**src/design/rls_map.svh**
```systemverilog
`ifndef RLS_MAP_SVH
`define RLS_MAP_SVH

// APB register offsets (byte addresses)
`define RLS_OFF_CTRL      12'h000
`define RLS_OFF_LANE_EN   12'h004
`define RLS_OFF_SYNCED    12'h008
`define RLS_OFF_WORD_LOCK 12'h00C
`define RLS_OFF_MULTIUSE  12'h010
`define RLS_OFF_IRQ_STAT  12'h014
`define RLS_OFF_IRQ_MASK  12'h018
`define RLS_OFF_LSYNC_ERR 12'h01C
`define RLS_OFF_MFLEN_ERR 12'h020
`define RLS_OFF_MFREP_ERR 12'h024
`define RLS_OFF_SCR_ERR   12'h028
`define RLS_OFF_FC_LO     12'h02C

// Control register fields
`define RLS_CTRL_RESYNC   0
`define RLS_CTRL_HOLD     1

// Interrupt status bit positions
`define RLS_IRQ_ALIGN_ERR 0
`define RLS_IRQ_CRC_ERR   1
`define RLS_IRQ_OVFL      2
`define RLS_IRQ_LANE_ERR  3
`define RLS_IRQ_MU_UPD    4
`define RLS_IRQ_ALIGNED   5
`define RLS_IRQ_W         6

// Reset values
`define RLS_LANE_EN_RST   12'hFFF
`define RLS_IRQ_MASK_RST  6'h00

// Field positions in the received words
`define RLS_MU_HI         31
`define RLS_MU_LO         24
`define RLS_FRM_HI        65
`define RLS_FRM_LO        64
`define RLS_FRM_GOOD_A    2'b01
`define RLS_FRM_GOOD_B    2'b10

// Word-lock count
`define RLS_LOCK_COUNT    7'd64

`endif

```
**src/design/rls_pkg.sv**
```systemverilog
package rls_pkg;
    localparam int RLS_LANES = 12;
    localparam int RLS_FC_W  = 256;

    typedef enum logic [2:0] {
        RLS_HUNT   = 3'b001,
        RLS_LOCKED = 3'b010,
        RLS_SLIP   = 3'b100
    } rls_lock_st_t;
endpackage

```
**src/design/rls_rx_status.sv**
```systemverilog
`timescale 1ns/1ps
`include "rls_map.svh"

// What this block does
// - Multi-use output holds bits 31:24 of the latest control word with a good CRC24.
// - Lane synchronized needs word lock, good metaframe sync and scrambler word.
// - All status outputs are registered on the local bus clock.
// - Lane sync error set on a framing error while hunting or locked.
// - Metaframe length error set when a metaframe has the wrong length.
// - Consecutive metaframe error set on back-to-back metaframe errors.
// - Scrambler state error set when received state differs from expected.
// - Aligned output high only while every active lane is aligned.
// - Received data is accepted and delivered only while aligned.
// - Alignment error only on loss of alignment once it was reached.
// - Control word CRC error on CRC24 mismatch.
// - Overflow flag when the local bus drains too slowly.
// - Flow-control status cleared on CRC24 error or alignment loss.
// - Multi-use updated pulses one cycle per new multi-use value.
// - Word lock after 64 consecutive valid framing patterns in bits 65:64.

module rls_rx_status
    import rls_pkg::*;
#(
    parameter int LANES = rls_pkg::RLS_LANES,
    parameter int FC_W  = rls_pkg::RLS_FC_W
) (
    // Clock and reset
    input  wire logic                 pclk,
    input  wire logic                 presetn,
    // APB slave
    input  wire logic                 psel,
    input  wire logic                 penable,
    input  wire logic                 pwrite,
    input  wire logic [11:0]          paddr,
    input  wire logic [31:0]          pwdata,
    output logic                      pready,
    output logic [31:0]               prdata,
    output logic                      pslverr,
    // Lane events from the decoder
    input  wire logic [LANES-1:0]     lane_word_vld,
    input  wire logic [2*LANES-1:0]   lane_frm_bits,
    input  wire logic [LANES-1:0]     lane_mf_sync_ok,
    input  wire logic [LANES-1:0]     lane_scr_word_ok,
    input  wire logic [LANES-1:0]     lane_mf_len_bad,
    input  wire logic [LANES-1:0]     lane_mf_bad,
    input  wire logic [LANES-1:0]     lane_scr_mismatch,
    input  wire logic [LANES-1:0]     lane_deskewed,
    // Control word events
    input  wire logic                 cw_vld,
    input  wire logic [31:0]          cw_low,
    input  wire logic                 cw_crc_bad,
    input  wire logic                 fc_vld,
    input  wire logic [FC_W-1:0]      fc_bits,
    input  wire logic                 fifo_wr_full,
    // Received data path
    input  wire logic                 rx_data_vld,
    input  wire logic [63:0]          rx_data,
    // External resync
    input  wire logic                 force_resync,
    // Status outputs
    output logic [7:0]                rx_multiuse_bits,
    output logic                      multiuse_bits_updated,
    output logic [LANES-1:0]          lane_word_synchronized,
    output logic [LANES-1:0]          lane_sync_error,
    output logic [LANES-1:0]          metaframe_length_error,
    output logic [LANES-1:0]          metaframe_consecutive_error,
    output logic [LANES-1:0]          scrambler_state_error,
    output logic                      rx_aligned,
    output logic                      rx_aligned_error,
    output logic                      control_word_crc_error,
    output logic                      rx_overflow_error,
    output logic [FC_W-1:0]           rx_flow_control_status,
    output logic                      rx_out_vld,
    output logic [63:0]               rx_out_data,
    output logic                      irq
);
    typedef struct packed {
        logic [1:0]           ctrl;
        logic [LANES-1:0]     lane_en;
        logic [5:0]           irq_stat;
        logic [5:0]           irq_mask;
        logic [7:0]           mu;
        logic                 mu_upd;
        logic [LANES-1:0]     synced;
        logic [LANES-1:0]     sync_err;
        logic [LANES-1:0]     len_err;
        logic [LANES-1:0]     rep_err;
        logic [LANES-1:0]     prev_mf_bad;
        logic [LANES-1:0]     scr_err;
        logic                 aligned;
        logic                 ever_aligned;
        logic                 align_err;
        logic                 crc_err;
        logic                 ovfl;
        logic [FC_W-1:0]      fc;
        logic                 out_vld;
        logic [63:0]          out_data;
        logic                 pready;
        logic [31:0]          prdata;
        logic                 pslverr;
        logic                 irq;
    } rls_state_t;

    rls_state_t       s_r;
    rls_state_t       s_nxt;
    logic [LANES-1:0] locked;
    logic [LANES-1:0] lock_err;
    logic             clr;

    // ==========================================================
    // Per-lane word lock
    assign clr = force_resync | s_r.ctrl[`RLS_CTRL_RESYNC] | s_r.ctrl[`RLS_CTRL_HOLD];

    for (genvar i = 0; i < LANES; i++) begin : g_lane
        rls_lane_lock u_lock (
            .pclk     (pclk),
            .presetn  (presetn),
            .clr      (clr),
            .word_vld (lane_word_vld[i]),
            .frm_bits (lane_frm_bits[2*i+1 -: 2]),
            .locked   (locked[i]),
            .lock_err (lock_err[i])
        );
    end

    // ==========================================================
    // Next state
    always_comb begin
        logic             setup;
        logic             acc;
        logic             all_ok;
        logic [5:0]       ev;
        logic [LANES-1:0] mask_en;
        setup   = psel && !penable;
        acc     = psel && penable;
        all_ok  = 1'b0;
        s_nxt   = s_r;
        ev      = '0;
        mask_en = s_r.lane_en;

        // Resync request is self-clearing
        s_nxt.ctrl[`RLS_CTRL_RESYNC] = 1'b0;
        s_nxt.mu_upd  = 1'b0;
        s_nxt.out_vld = 1'b0;

        if (clr) begin
            s_nxt.synced       = '0;
            s_nxt.sync_err     = '0;
            s_nxt.len_err      = '0;
            s_nxt.rep_err      = '0;
            s_nxt.prev_mf_bad  = '0;
            s_nxt.scr_err      = '0;
            s_nxt.aligned      = 1'b0;
            s_nxt.ever_aligned = 1'b0;
            s_nxt.align_err    = 1'b0;
            s_nxt.crc_err      = 1'b0;
            s_nxt.ovfl         = 1'b0;
            s_nxt.fc           = '0;
        end else begin
            s_nxt.synced   = locked & lane_mf_sync_ok & lane_scr_word_ok;
            s_nxt.sync_err = lock_err;
            s_nxt.len_err  = lane_mf_len_bad;
            s_nxt.rep_err  = lane_mf_bad & s_r.prev_mf_bad;
            for (int i = 0; i < LANES; i++) begin
                if (lane_mf_bad[i] || lane_mf_len_bad[i]) begin
                    s_nxt.prev_mf_bad[i] = lane_mf_bad[i];
                end
            end
            s_nxt.scr_err  = lane_scr_mismatch;
            all_ok = (mask_en != '0) &&
                     ((s_r.synced & lane_deskewed & mask_en) == mask_en);
            s_nxt.aligned   = all_ok;
            if (all_ok) begin
                s_nxt.ever_aligned = 1'b1;
            end
            // Misalignment is reported only once alignment was reached
            s_nxt.align_err = s_r.ever_aligned && s_r.aligned && !all_ok;
            s_nxt.crc_err   = cw_vld && cw_crc_bad;
            s_nxt.ovfl      = rx_data_vld && fifo_wr_full;
            if (cw_vld && !cw_crc_bad) begin
                s_nxt.mu     = cw_low[`RLS_MU_HI:`RLS_MU_LO];
                s_nxt.mu_upd = 1'b1;
                if (fc_vld) begin
                    s_nxt.fc = fc_bits;
                end
            end
            if (s_nxt.crc_err || s_nxt.align_err) begin
                s_nxt.fc = '0;
            end
            if (s_r.aligned && rx_data_vld && !fifo_wr_full) begin
                s_nxt.out_vld  = 1'b1;
                s_nxt.out_data = rx_data;
            end
        end

        // ======================================================
        // Interrupt events, set wins over clear
        ev[`RLS_IRQ_ALIGN_ERR] = s_nxt.align_err;
        ev[`RLS_IRQ_CRC_ERR]   = s_nxt.crc_err;
        ev[`RLS_IRQ_OVFL]      = s_nxt.ovfl;
        ev[`RLS_IRQ_LANE_ERR]  = |{s_nxt.sync_err, s_nxt.len_err,
                                   s_nxt.rep_err, s_nxt.scr_err};
        ev[`RLS_IRQ_MU_UPD]    = s_nxt.mu_upd;
        ev[`RLS_IRQ_ALIGNED]   = s_nxt.aligned && !s_r.aligned;

        // ======================================================
        // APB: one wait-free access phase
        s_nxt.pready  = setup;
        s_nxt.pslverr = 1'b0;
        if (setup && !pwrite) begin
            s_nxt.prdata = '0;
            unique case (paddr)
                `RLS_OFF_CTRL:      s_nxt.prdata[1:0] = s_r.ctrl;
                `RLS_OFF_LANE_EN:   s_nxt.prdata[LANES-1:0] = s_r.lane_en;
                `RLS_OFF_SYNCED:    s_nxt.prdata[LANES-1:0] = s_r.synced;
                `RLS_OFF_WORD_LOCK: s_nxt.prdata[LANES-1:0] = locked;
                `RLS_OFF_MULTIUSE:  s_nxt.prdata[7:0] = s_r.mu;
                `RLS_OFF_IRQ_STAT:  s_nxt.prdata[5:0] = s_r.irq_stat;
                `RLS_OFF_IRQ_MASK:  s_nxt.prdata[5:0] = s_r.irq_mask;
                `RLS_OFF_LSYNC_ERR: s_nxt.prdata[LANES-1:0] = s_r.sync_err;
                `RLS_OFF_MFLEN_ERR: s_nxt.prdata[LANES-1:0] = s_r.len_err;
                `RLS_OFF_MFREP_ERR: s_nxt.prdata[LANES-1:0] = s_r.rep_err;
                `RLS_OFF_SCR_ERR:   s_nxt.prdata[LANES-1:0] = s_r.scr_err;
                `RLS_OFF_FC_LO:     s_nxt.prdata = s_r.fc[31:0];
                default:            s_nxt.pslverr = 1'b1;
            endcase
        end else if (setup) begin
            unique case (paddr)
                `RLS_OFF_CTRL, `RLS_OFF_LANE_EN, `RLS_OFF_IRQ_STAT,
                `RLS_OFF_IRQ_MASK: s_nxt.pslverr = 1'b0;
                default:           s_nxt.pslverr = 1'b1;
            endcase
        end

        s_nxt.irq_stat = s_r.irq_stat;
        if (acc && pwrite && s_r.pready) begin
            unique case (paddr)
                `RLS_OFF_CTRL:     s_nxt.ctrl = pwdata[1:0];
                `RLS_OFF_LANE_EN:  s_nxt.lane_en = pwdata[LANES-1:0];
                `RLS_OFF_IRQ_STAT: s_nxt.irq_stat = s_r.irq_stat & ~pwdata[5:0];
                `RLS_OFF_IRQ_MASK: s_nxt.irq_mask = pwdata[5:0];
                default:           s_nxt.ctrl = s_nxt.ctrl;
            endcase
        end
        s_nxt.irq_stat = s_nxt.irq_stat | ev;
        s_nxt.irq      = |(s_nxt.irq_stat & s_nxt.irq_mask);
    end

    always_ff @(posedge pclk or negedge presetn) begin
        if (!presetn) begin
            s_r          <= '0;
            s_r.lane_en  <= `RLS_LANE_EN_RST;
            s_r.irq_mask <= `RLS_IRQ_MASK_RST;
        end else begin
            s_r <= s_nxt;
        end
    end

    // ==========================================================
    // Outputs, all from flip-flops
    assign pready                      = s_r.pready;
    assign prdata                      = s_r.prdata;
    assign pslverr                     = s_r.pslverr;
    assign rx_multiuse_bits            = s_r.mu;
    assign multiuse_bits_updated       = s_r.mu_upd;
    assign lane_word_synchronized      = s_r.synced;
    assign lane_sync_error             = s_r.sync_err;
    assign metaframe_length_error      = s_r.len_err;
    assign metaframe_consecutive_error = s_r.rep_err;
    assign scrambler_state_error       = s_r.scr_err;
    assign rx_aligned                  = s_r.aligned;
    assign rx_aligned_error            = s_r.align_err;
    assign control_word_crc_error      = s_r.crc_err;
    assign rx_overflow_error           = s_r.ovfl;
    assign rx_flow_control_status      = s_r.fc;
    assign rx_out_vld                  = s_r.out_vld;
    assign rx_out_data                 = s_r.out_data;
    assign irq                         = s_r.irq;
endmodule

```
**src/design/rls_lane_lock.sv**
```systemverilog
`timescale 1ns/1ps
`include "rls_map.svh"

module rls_lane_lock
    import rls_pkg::*;
(
    // Clock and reset
    input  wire logic        pclk,
    input  wire logic        presetn,
    input  wire logic        clr,
    // Per-word framing
    input  wire logic        word_vld,
    input  wire logic [1:0]  frm_bits,
    // Status
    output logic             locked,
    output logic             lock_err
);
    typedef struct packed {
        rls_lock_st_t st;
        logic [6:0]   cnt;
        logic         err;
    } rls_ll_state_t;

    rls_ll_state_t s_r;
    rls_ll_state_t s_nxt;
    logic          good;

    always_comb begin
        good  = (frm_bits == `RLS_FRM_GOOD_A) || (frm_bits == `RLS_FRM_GOOD_B);
        s_nxt = s_r;
        s_nxt.err = 1'b0;
        if (clr) begin
            s_nxt.st  = RLS_HUNT;
            s_nxt.cnt = '0;
        end else if (word_vld) begin
            unique case (s_r.st)
                RLS_HUNT: begin
                    if (!good) begin
                        s_nxt.cnt = '0;
                        s_nxt.err = 1'b1;
                    end else if (s_r.cnt == `RLS_LOCK_COUNT - 7'd1) begin
                        s_nxt.st  = RLS_LOCKED;
                        s_nxt.cnt = '0;
                    end else begin
                        s_nxt.cnt = s_r.cnt + 7'd1;
                    end
                end
                RLS_LOCKED: begin
                    if (!good) begin
                        s_nxt.st  = RLS_SLIP;
                        s_nxt.err = 1'b1;
                    end
                end
                RLS_SLIP: begin
                    // A lost lock must be regained from scratch
                    s_nxt.st  = RLS_HUNT;
                    s_nxt.cnt = '0;
                end
                default: begin
                    s_nxt.st  = RLS_HUNT;
                    s_nxt.cnt = '0;
                end
            endcase
        end
    end

    always_ff @(posedge pclk or negedge presetn) begin
        if (!presetn) begin
            s_r <= '{st: RLS_HUNT, cnt: 7'd0, err: 1'b0};
        end else begin
            s_r <= s_nxt;
        end
    end

    assign locked   = (s_r.st == RLS_LOCKED);
    assign lock_err = s_r.err;
endmodule

```
**config.mk**
```make
export PLATFORM = sky130hd
export DESIGN_NAME = rls_rx_status
export DESIGN_NICKNAME = d
export VERILOG_FILES = /design/src/design/rls_pkg.sv /design/src/design/rls_rx_status.sv /design/src/design/rls_lane_lock.sv
export VERILOG_INCLUDE_DIRS = /design/src /design/src/design
export SDC_FILE = /design/constraint.sdc
export NUM_CORES = 1
export LEC_CHECK = 0
export ABC_CLOCK_PERIOD_IN_PS = 5880
export BUFFER_PORTS_ARGS = -buffer_cell sky130_fd_sc_hd__buf_2
export CAP_MARGIN = 15
export CORE_AREA = 3 3 366 368
export CTS_CLUSTER_SIZE = 40
export DETAILED_ROUTE_END_ITERATION = 12
export DIE_AREA = 0 0 369 371
export RECOVER_POWER = 50
export SYNTH_ARGS = -nofsm -noshare
export SYNTH_HDL_FRONTEND = slang
export SYNTH_SLANG_ARGS = --single-unit
```
**constraint.sdc**
```tcl
create_clock -name pclk -period 5.88 [get_ports pclk]
set_clock_uncertainty 0.15 [all_clocks]
set_input_delay 0.882 -clock pclk [delete_from_list [all_inputs] [get_ports pclk]]
set_output_delay 0.882 -clock pclk [all_outputs]
set_load 0.01 [all_outputs]
```
==> results of run 1 <==
## power by group
group / internal [W] / switching [W]
clock: 0.00270 / 0.00194
combinational: 0.000378 / 0.000600
sequential: 0.00429 / 0.000152
total: 0.00737 / 0.00269
## cell families after synthesis
logic type | synth area share, %
xor gates and xnor gates | 1.35
AOI/OAI and AO/OA | 15.1
buffers and inverters | 13.7
adders and majority gates | 0.539
and+or+nand+nor | 12.9
DFF | 54.0
muxes | 2.44
## worst paths after layout
check	start	endpoint	slack, ns	cells after the start
worst max-delay path	s_r[467]$_DFFE_PN0P_	rx_flow_control_status[214]$_DFFE_PN0P_	1.24	5
worst min-delay path	rx_data[41]	rx_out_data[41]$_DFFE_PN0P_	0.26	3
worst max register to register	s_r[467]$_DFFE_PN0P_	rx_flow_control_status[214]$_DFFE_PN0P_	1.24	5
worst min register to register	rx_out_data[25]$_DFFE_PN0P_	rx_out_data[25]$_DFFE_PN0P_	0.32	2
max in group asynchronous	presetn	s_r[446]$_DFF_PN0_	1.98	2
min in group asynchronous	presetn	g_lane[7].u_lock.s_r[4]$_DFFE_PN0P_	0.93	1
## per-stage QoR
stage	total power [W]	hold slack [ns]	area, um2
detailed placement	0.00552	0.309	31300
global route	0.0105	0.203	33600
global placement	0.00550	0.305	31300
finish	0.0101	0.256	33700
CTS	0.0102	0.0974	33800
floorplan	0.00502	0.282	27900
## sequential cells by signal, summed over array words and instances, names as in the netlist, 8 cells and up
name and flops:
metaframe_length_error 12, lane_sync_error 12, scrambler_state_error 12, g_lane.u_lock.s_r 120, metaframe_consecutive_error 12, g_lane.u_lock.lock_err 12, lane_word_synchronized 12, rx_flow_control_status 256
rx_multiuse_bits 8, prdata 32, s_r 39, rx_out_data 64
## layout make-up
class,count,area [um2],share of cell area (%)
Tap cell,1755,2200,6.53
Clock inverter,30,443,1.32
Inverter,43,161,0.480
Sequential cell,600,15000,44.7
Multi-Input combinational cell,1420,9030,26.8
Antenna cell,12,30.0,0.0892
Timing Repair Buffer,937,4710,14.0
Clock buffer,101,2040,6.06
## cell usage after synthesis, types with 16 or more instances
cell type / number
a21oi_1: 43
a22o_1: 284
a22oi_1: 16
and2_1: 31
and3_1: 30
buf_2: 32
buf_4: 420
clkbuf_1: 71
dfrtp_1: 576
dfstp_2: 24
inv_1: 43
mux2_2: 43
nand2_1: 328
nand3_1: 46
nand4_1: 17
nor2_1: 153
nor2b_1: 23
nor3_1: 22
nor4_1: 26
o21ai_0: 112
xnor2_1: 25
xor2_1: 18
## critical path, cell delays in order (launching register included)
cell	delay, ns
dfrtp_1	0.41
nor3_2	0.39
clkbuf_1	1.96
and3_4	0.96
buf_12	0.37
a22o_1	0.22
## layer usage
layer | up-vias | global-route usage, % | part of all wire (%)
met5 | - | 0 | 0.18
met4 | 30 | 5.03 | 3.0
met3 | 187 | 6.16 | 11
met2 | 946 | 21.8 | 43
met1 | 10700 | 19.6 | 42
li1 | 9636 | - | -
==> results_dict.tcl, run 1 <==
set metrics [dict create \
    n_fill_cell 14300 \
    violations "max-capacitance violations, max-slew violations" \
    outcome "finished with violations" \
    setup_ws_ns 1.24 \
    grt_max_degree 131 \
    gp_routability_congestion 0.910 \
    end_kind "flip-flop" \
    p_per_area_mw_per_mm2 299 \
    yosys_most_used_dff "dfrtp_1" \
    wire_per_inst_um 21.8 \
    finalHoldViolations 0 \
    fin_crit_sh_pct 78.9 \
    synth_top_area_share_pct 51.8 \
    finalMaxSlewViolations 309 \
    syn_area_per_cell_um2 10.7 \
    ctsRootBufferMaster "clkbuf_16" \
    htree_levels 3 \
    grt_pass1_vias 20900 \
    drive_above_1_share_pct 32.9 \
    cts_resized 0 \
    netlist_area_mm2 0.0279 \
    drtAntennaViolNets 0 \
    cts_buffers 72 \
    max_cap_viol_count 6 \
    final_util_pct 25.7 \
    max_freq_mhz 215 \
    tightest_slew_ns 2.76 \
    portBuffers 899 \
    crit_path_start_kind "flip-flop" \
    synth_area_leaders "dfrtp_1 (52%), buf_4 (11%), a22o_1 (8.9%)" \
    rows 133 \
    drt-total-wl_mm 107 \
    die-area_mm2 0.137 \
    relSlewSlack_pct -83.9 \
    clock_sinks 600 \
    fin_crit_ns 4.64 \
    syn_inst 2601 \
    synth_edf_count 0 \
    routed_via_density 4.38 \
    final_common_cell "buf_2" \
    io_pins 944 \
    critPathRequiredTime_ns 6.33 \
    die-height_um 371 \
    max-vdd-ir-drop_uv 181 \
    postCtsSetupRepairBufs 0 \
    yosysWarnings 0 \
    tns_ns 0 \
    final_cell_mix "buf_2 (773), dfrtp_1 (576), nand2_1 (328), a22o_1 (284), nor2_1 (153)" \
    synth-seq-cells 600 \
    dp_slack_ns 1.74 \
    coreArea_mm2 0.131 \
    leakagePower_nw 17.0 \
    area_delta_synth_final_pct 20.8 \
    clkLatencyLatePin_ns 0.67 \
    worst-path-max-fanout 77 \
    grt_pass1_wl_mm 148 \
    crit_type "reg2reg" \
    grt.overflow.total 0 \
    cts_buffer_depth 3 \
    setup_viol 0 \
    start_util_pct 21.2 \
    crit_arrival_ns 5.09 \
    dp_hpwl_mm 83.8 \
    vias 21500 \
    detail_route.first_pass.iterations 5 \
    yosys.area.top_type "dfrtp_1" \
    die_width_um 369 \
    yosysSeqAreaShare_pct 54.0 \
    antenna_found_initial 48 \
    tritoncts "built" \
    track_usage_pct 14.8 \
    cts.reportedPaths.clkPinSlew_ns 0.07 \
    synth_async_sr_flop_share_pct 100 \
    synthDistinctLibCells 70 \
    rsz0062_at_grt "false" \
    dr.first_iter.drc_count 1607 \
    final_nets 3601 \
    min_path_type "in2reg" \
    syn-num-nets 3128 \
    dp_cells 4754 \
    drc 0 \
    ctsHoldBuffers 0 \
    final_cells 4898 \
]
Power figures use the tool's default switching activity.
==> inputs of run 2 (changes only) <==
- ABC_AREA: not set -> 1
- ABC_CLOCK_PERIOD_IN_PS: 5880 -> 4100
- CORE_AREA: 3 3 366 368 -> 3 3 365 367
- DIE_AREA: 0 0 369 371 -> 0 0 368 370
- clock period: 5.88 -> 4.1 ns (I/O delays scaled with it)
==> run 2 against run 1 <==
Effect of this change: highest routed layer unchanged; sequential power is 43% higher; the run still ends with max-capacitance violations, max-slew violations left; clock power increased by 42%; non-clock buffer count rose by 137; sequential cell count unchanged; critical endpoint is now rx_flow_control_status[128]$_DFFE_PN0P_; first-iteration DRC count grew 42%; largest cell class unchanged; area after synthesis up 8.0%.
==> results_dict.tcl, run 2 <==
set metrics [dict create \
    synthMuxAreaShare_pct 0.258 \
    synth_most_common_cell "nand2_1" \
    syn-num-nets 4088 \
    max-vdd-ir-drop_uv 268 \
    drc 0 \
    antenna_found_initial 43 \
    synth_top_area_share_pct 47.9 \
    drtAntennaViolNets 0 \
    violations "max-capacitance violations, max-slew violations" \
    drt-total-wl_mm 123 \
    rsz0062_at_grt "false" \
    total_power_w 0.0145 \
    yosys.area.top_type "dfrtp_1" \
    synth_async_sr_flop_share_pct 100 \
    dp_hpwl_mm 95.6 \
    gp_routability_congestion 0.936 \
    wire_per_inst_um 20.6 \
    htree_levels 3 \
    largest_register_ffs 256 \
    yosys_most_used_dff "dfrtp_1" \
    synth_xor_area_share_pct 0.641 \
    start_util_pct 23.2 \
    die-height_um 370 \
    end_kind "async pin" \
    routed_via_density 4.41 \
    cts_buffer_depth 3 \
    die-area_mm2 0.136 \
    synthAdderAreaFrac_pct 0.499 \
    outcome "finished with violations" \
    synth_area_leaders "dfrtp_1 (48%), buf_4 (11%), nand2_1 (9.1%)" \
    leakagePower_nw 18.0 \
    postCtsSetupRepairBufs 0 \
    io_pins 944 \
    worstRegToRegCells 12 \
    drive_above_1_share_pct 24.3 \
    rows 132 \
    finalMaxSlewViolations 54 \
    final_cell_mix "buf_2 (754), nand2_1 (734), dfrtp_1 (576), inv_1 (452), o21ai_0 (382)" \
    coreArea_mm2 0.130 \
    min_path_type "in2reg" \
    final_common_cell "buf_2" \
    yosys.area_share.simple_pct 20.8 \
    ctsRootBufferMaster "clkbuf_16" \
    synth_edf_count 0 \
    p_per_area_mw_per_mm2 393 \
    netlist_area_mm2 0.0301 \
    area_delta_synth_final_pct 22.8 \
    vias 26200 \
    grt.overflow.total 0 \
    yosysSeqAreaShare_pct 50.0 \
    synth-compound-area-share_pct 9.30 \
    fin_crit_ns 3.21 \
    grt_pass1_wl_mm 174 \
    synthDistinctLibCells 51 \
    track_usage_pct 17.3 \
    critPathRequiredTime_ns 4.57 \
    crit_arrival_ns 3.68 \
    yosys-top-cells-count "nand2_1 (733), dfrtp_1 (576), inv_1 (451)" \
    synth_top_family_by_area "simple AND/OR/NAND/NOR gates" \
    clock_sinks 600 \
    fin_crit_sh_pct 78.3 \
    crit_path_start_kind "input pin" \
    setup_viol 0 \
    portBuffers 899 \
    tns_ns 0 \
    cts_buffers 74 \
    max_cap_viol_count 1 \
    yosysWarnings 0 \
    worst-path-max-fanout 55 \
    relSlewSlack_pct -14.3 \
    final_nets 4662 \
    tightest_slew_ns 1.71 \
    dr.first_iter.drc_count 2286 \
    syn_inst 3561 \
    crit_type "in2async" \
    detail_route.first_pass.iterations 6 \
    synth-seq-cells 600 \
    cts.reportedPaths.clkPinSlew_ns 0.06 \
    max_freq_mhz 311 \
    grt_pass1_vias 25600 \
    clkLatencyLatePin_ns 0.65 \
    grt_max_degree 126 \
    tritoncts "built" \
    syn_area_per_cell_um2 8.45 \
    worstHoldPathCells 3 \
    finalHoldViolations 0 \
    die_width_um 368 \
]
[run 2: per-stage QoR]
step / area, um2 / utilization (%) / setup WS (ns) / hold slack (ns) / cells
after floorplan: 30100 / - / 2.10 / 0.169 / 3561
after global routing: 36900 / 28.4 / 0.454 / 0.0262 / 5944
after CTS: 37200 / 28.7 / 1.05 / 0.000177 / 5934
after detailed placement: 33600 / 25.9 / 0.920 / 0.303 / 5682
final: 36900 / 28.5 / 0.889 / 0.0592 / 5952
after global placement: 33600 / 25.9 / 0.942 / 0.302 / 5682
[run 2: cell families after synthesis]
family	Yosys count
buffers and inverters	1041
AOI/OAI and AO/OA	516
xor gates and xnor gates	22
muxes	7
DFF	600
adders and majority gates	12
and+or+nand+nor	1363
[run 2: per-layer routing]
| layer | global-route usage [%] | routed length (um) | up-vias |
|---|---|---|---|
| li1 | - | - | 12300 |
| met1 | 21.7 | 49400 | 12600 |
| met2 | 27.4 | 56000 | 1143 |
| met3 | 6.66 | 13400 | 200 |
| met4 | 5.58 | 3830 | 18 |
| met5 | 0 | 109 | - |
[run 2: final cells by class]
class	instances	area (um2)
fillers	13900	92900
flip-flops and latches	600	15000
multi-input cells	1920	9470
repair buffers	1074	6040
well taps	1742	2180
clock buffers	99	2080
inverters	465	1750
clock inverters	34	334
diodes	18	45.0
[run 2: final timing paths]
| check | start | end | slack, ns |
|---|---|---|---|
| max | presetn | rx_flow_control_status[128]$_DFFE_PN0P_ | 0.89 |
| min | rx_data[4] | rx_out_data[4]$_DFFE_PN0P_ | 0.06 |
| max reg2reg | s_r[467]$_DFFE_PN0P_ | irq$_DFF_PN0_ | 0.96 |
| min reg2reg | rx_out_data[56]$_DFFE_PN0P_ | rx_out_data[56]$_DFFE_PN0P_ | 0.31 |
| max in group pclk | s_r[467]$_DFFE_PN0P_ | irq$_DFF_PN0_ | 0.96 |
| min in group asynchronous | presetn | rx_out_data[11]$_DFFE_PN0P_ | 0.81 |
[run 2: repair_timing]
item / in CTS / in global routing
endpoints found under the hold margin: 155 / 0
hold buffers: 119 / 0
gates resized for setup: 0 / 0
[run 2: power breakdown]
part / total [W] / switching, W / internal, W
Clock: 0.00657 / 0.00277 / 0.00380
Sequential: 0.00636 / 0.000177 / 0.00618
Combinational: 0.00158 / 0.00102 / 0.000564
[run 2: worst max-delay path, stage by stage]
cell	delay [ns]
dlygate4sd3_1	0.53
clkbuf_2	1.21
buf_12	0.41
clkbuf_2	0.81
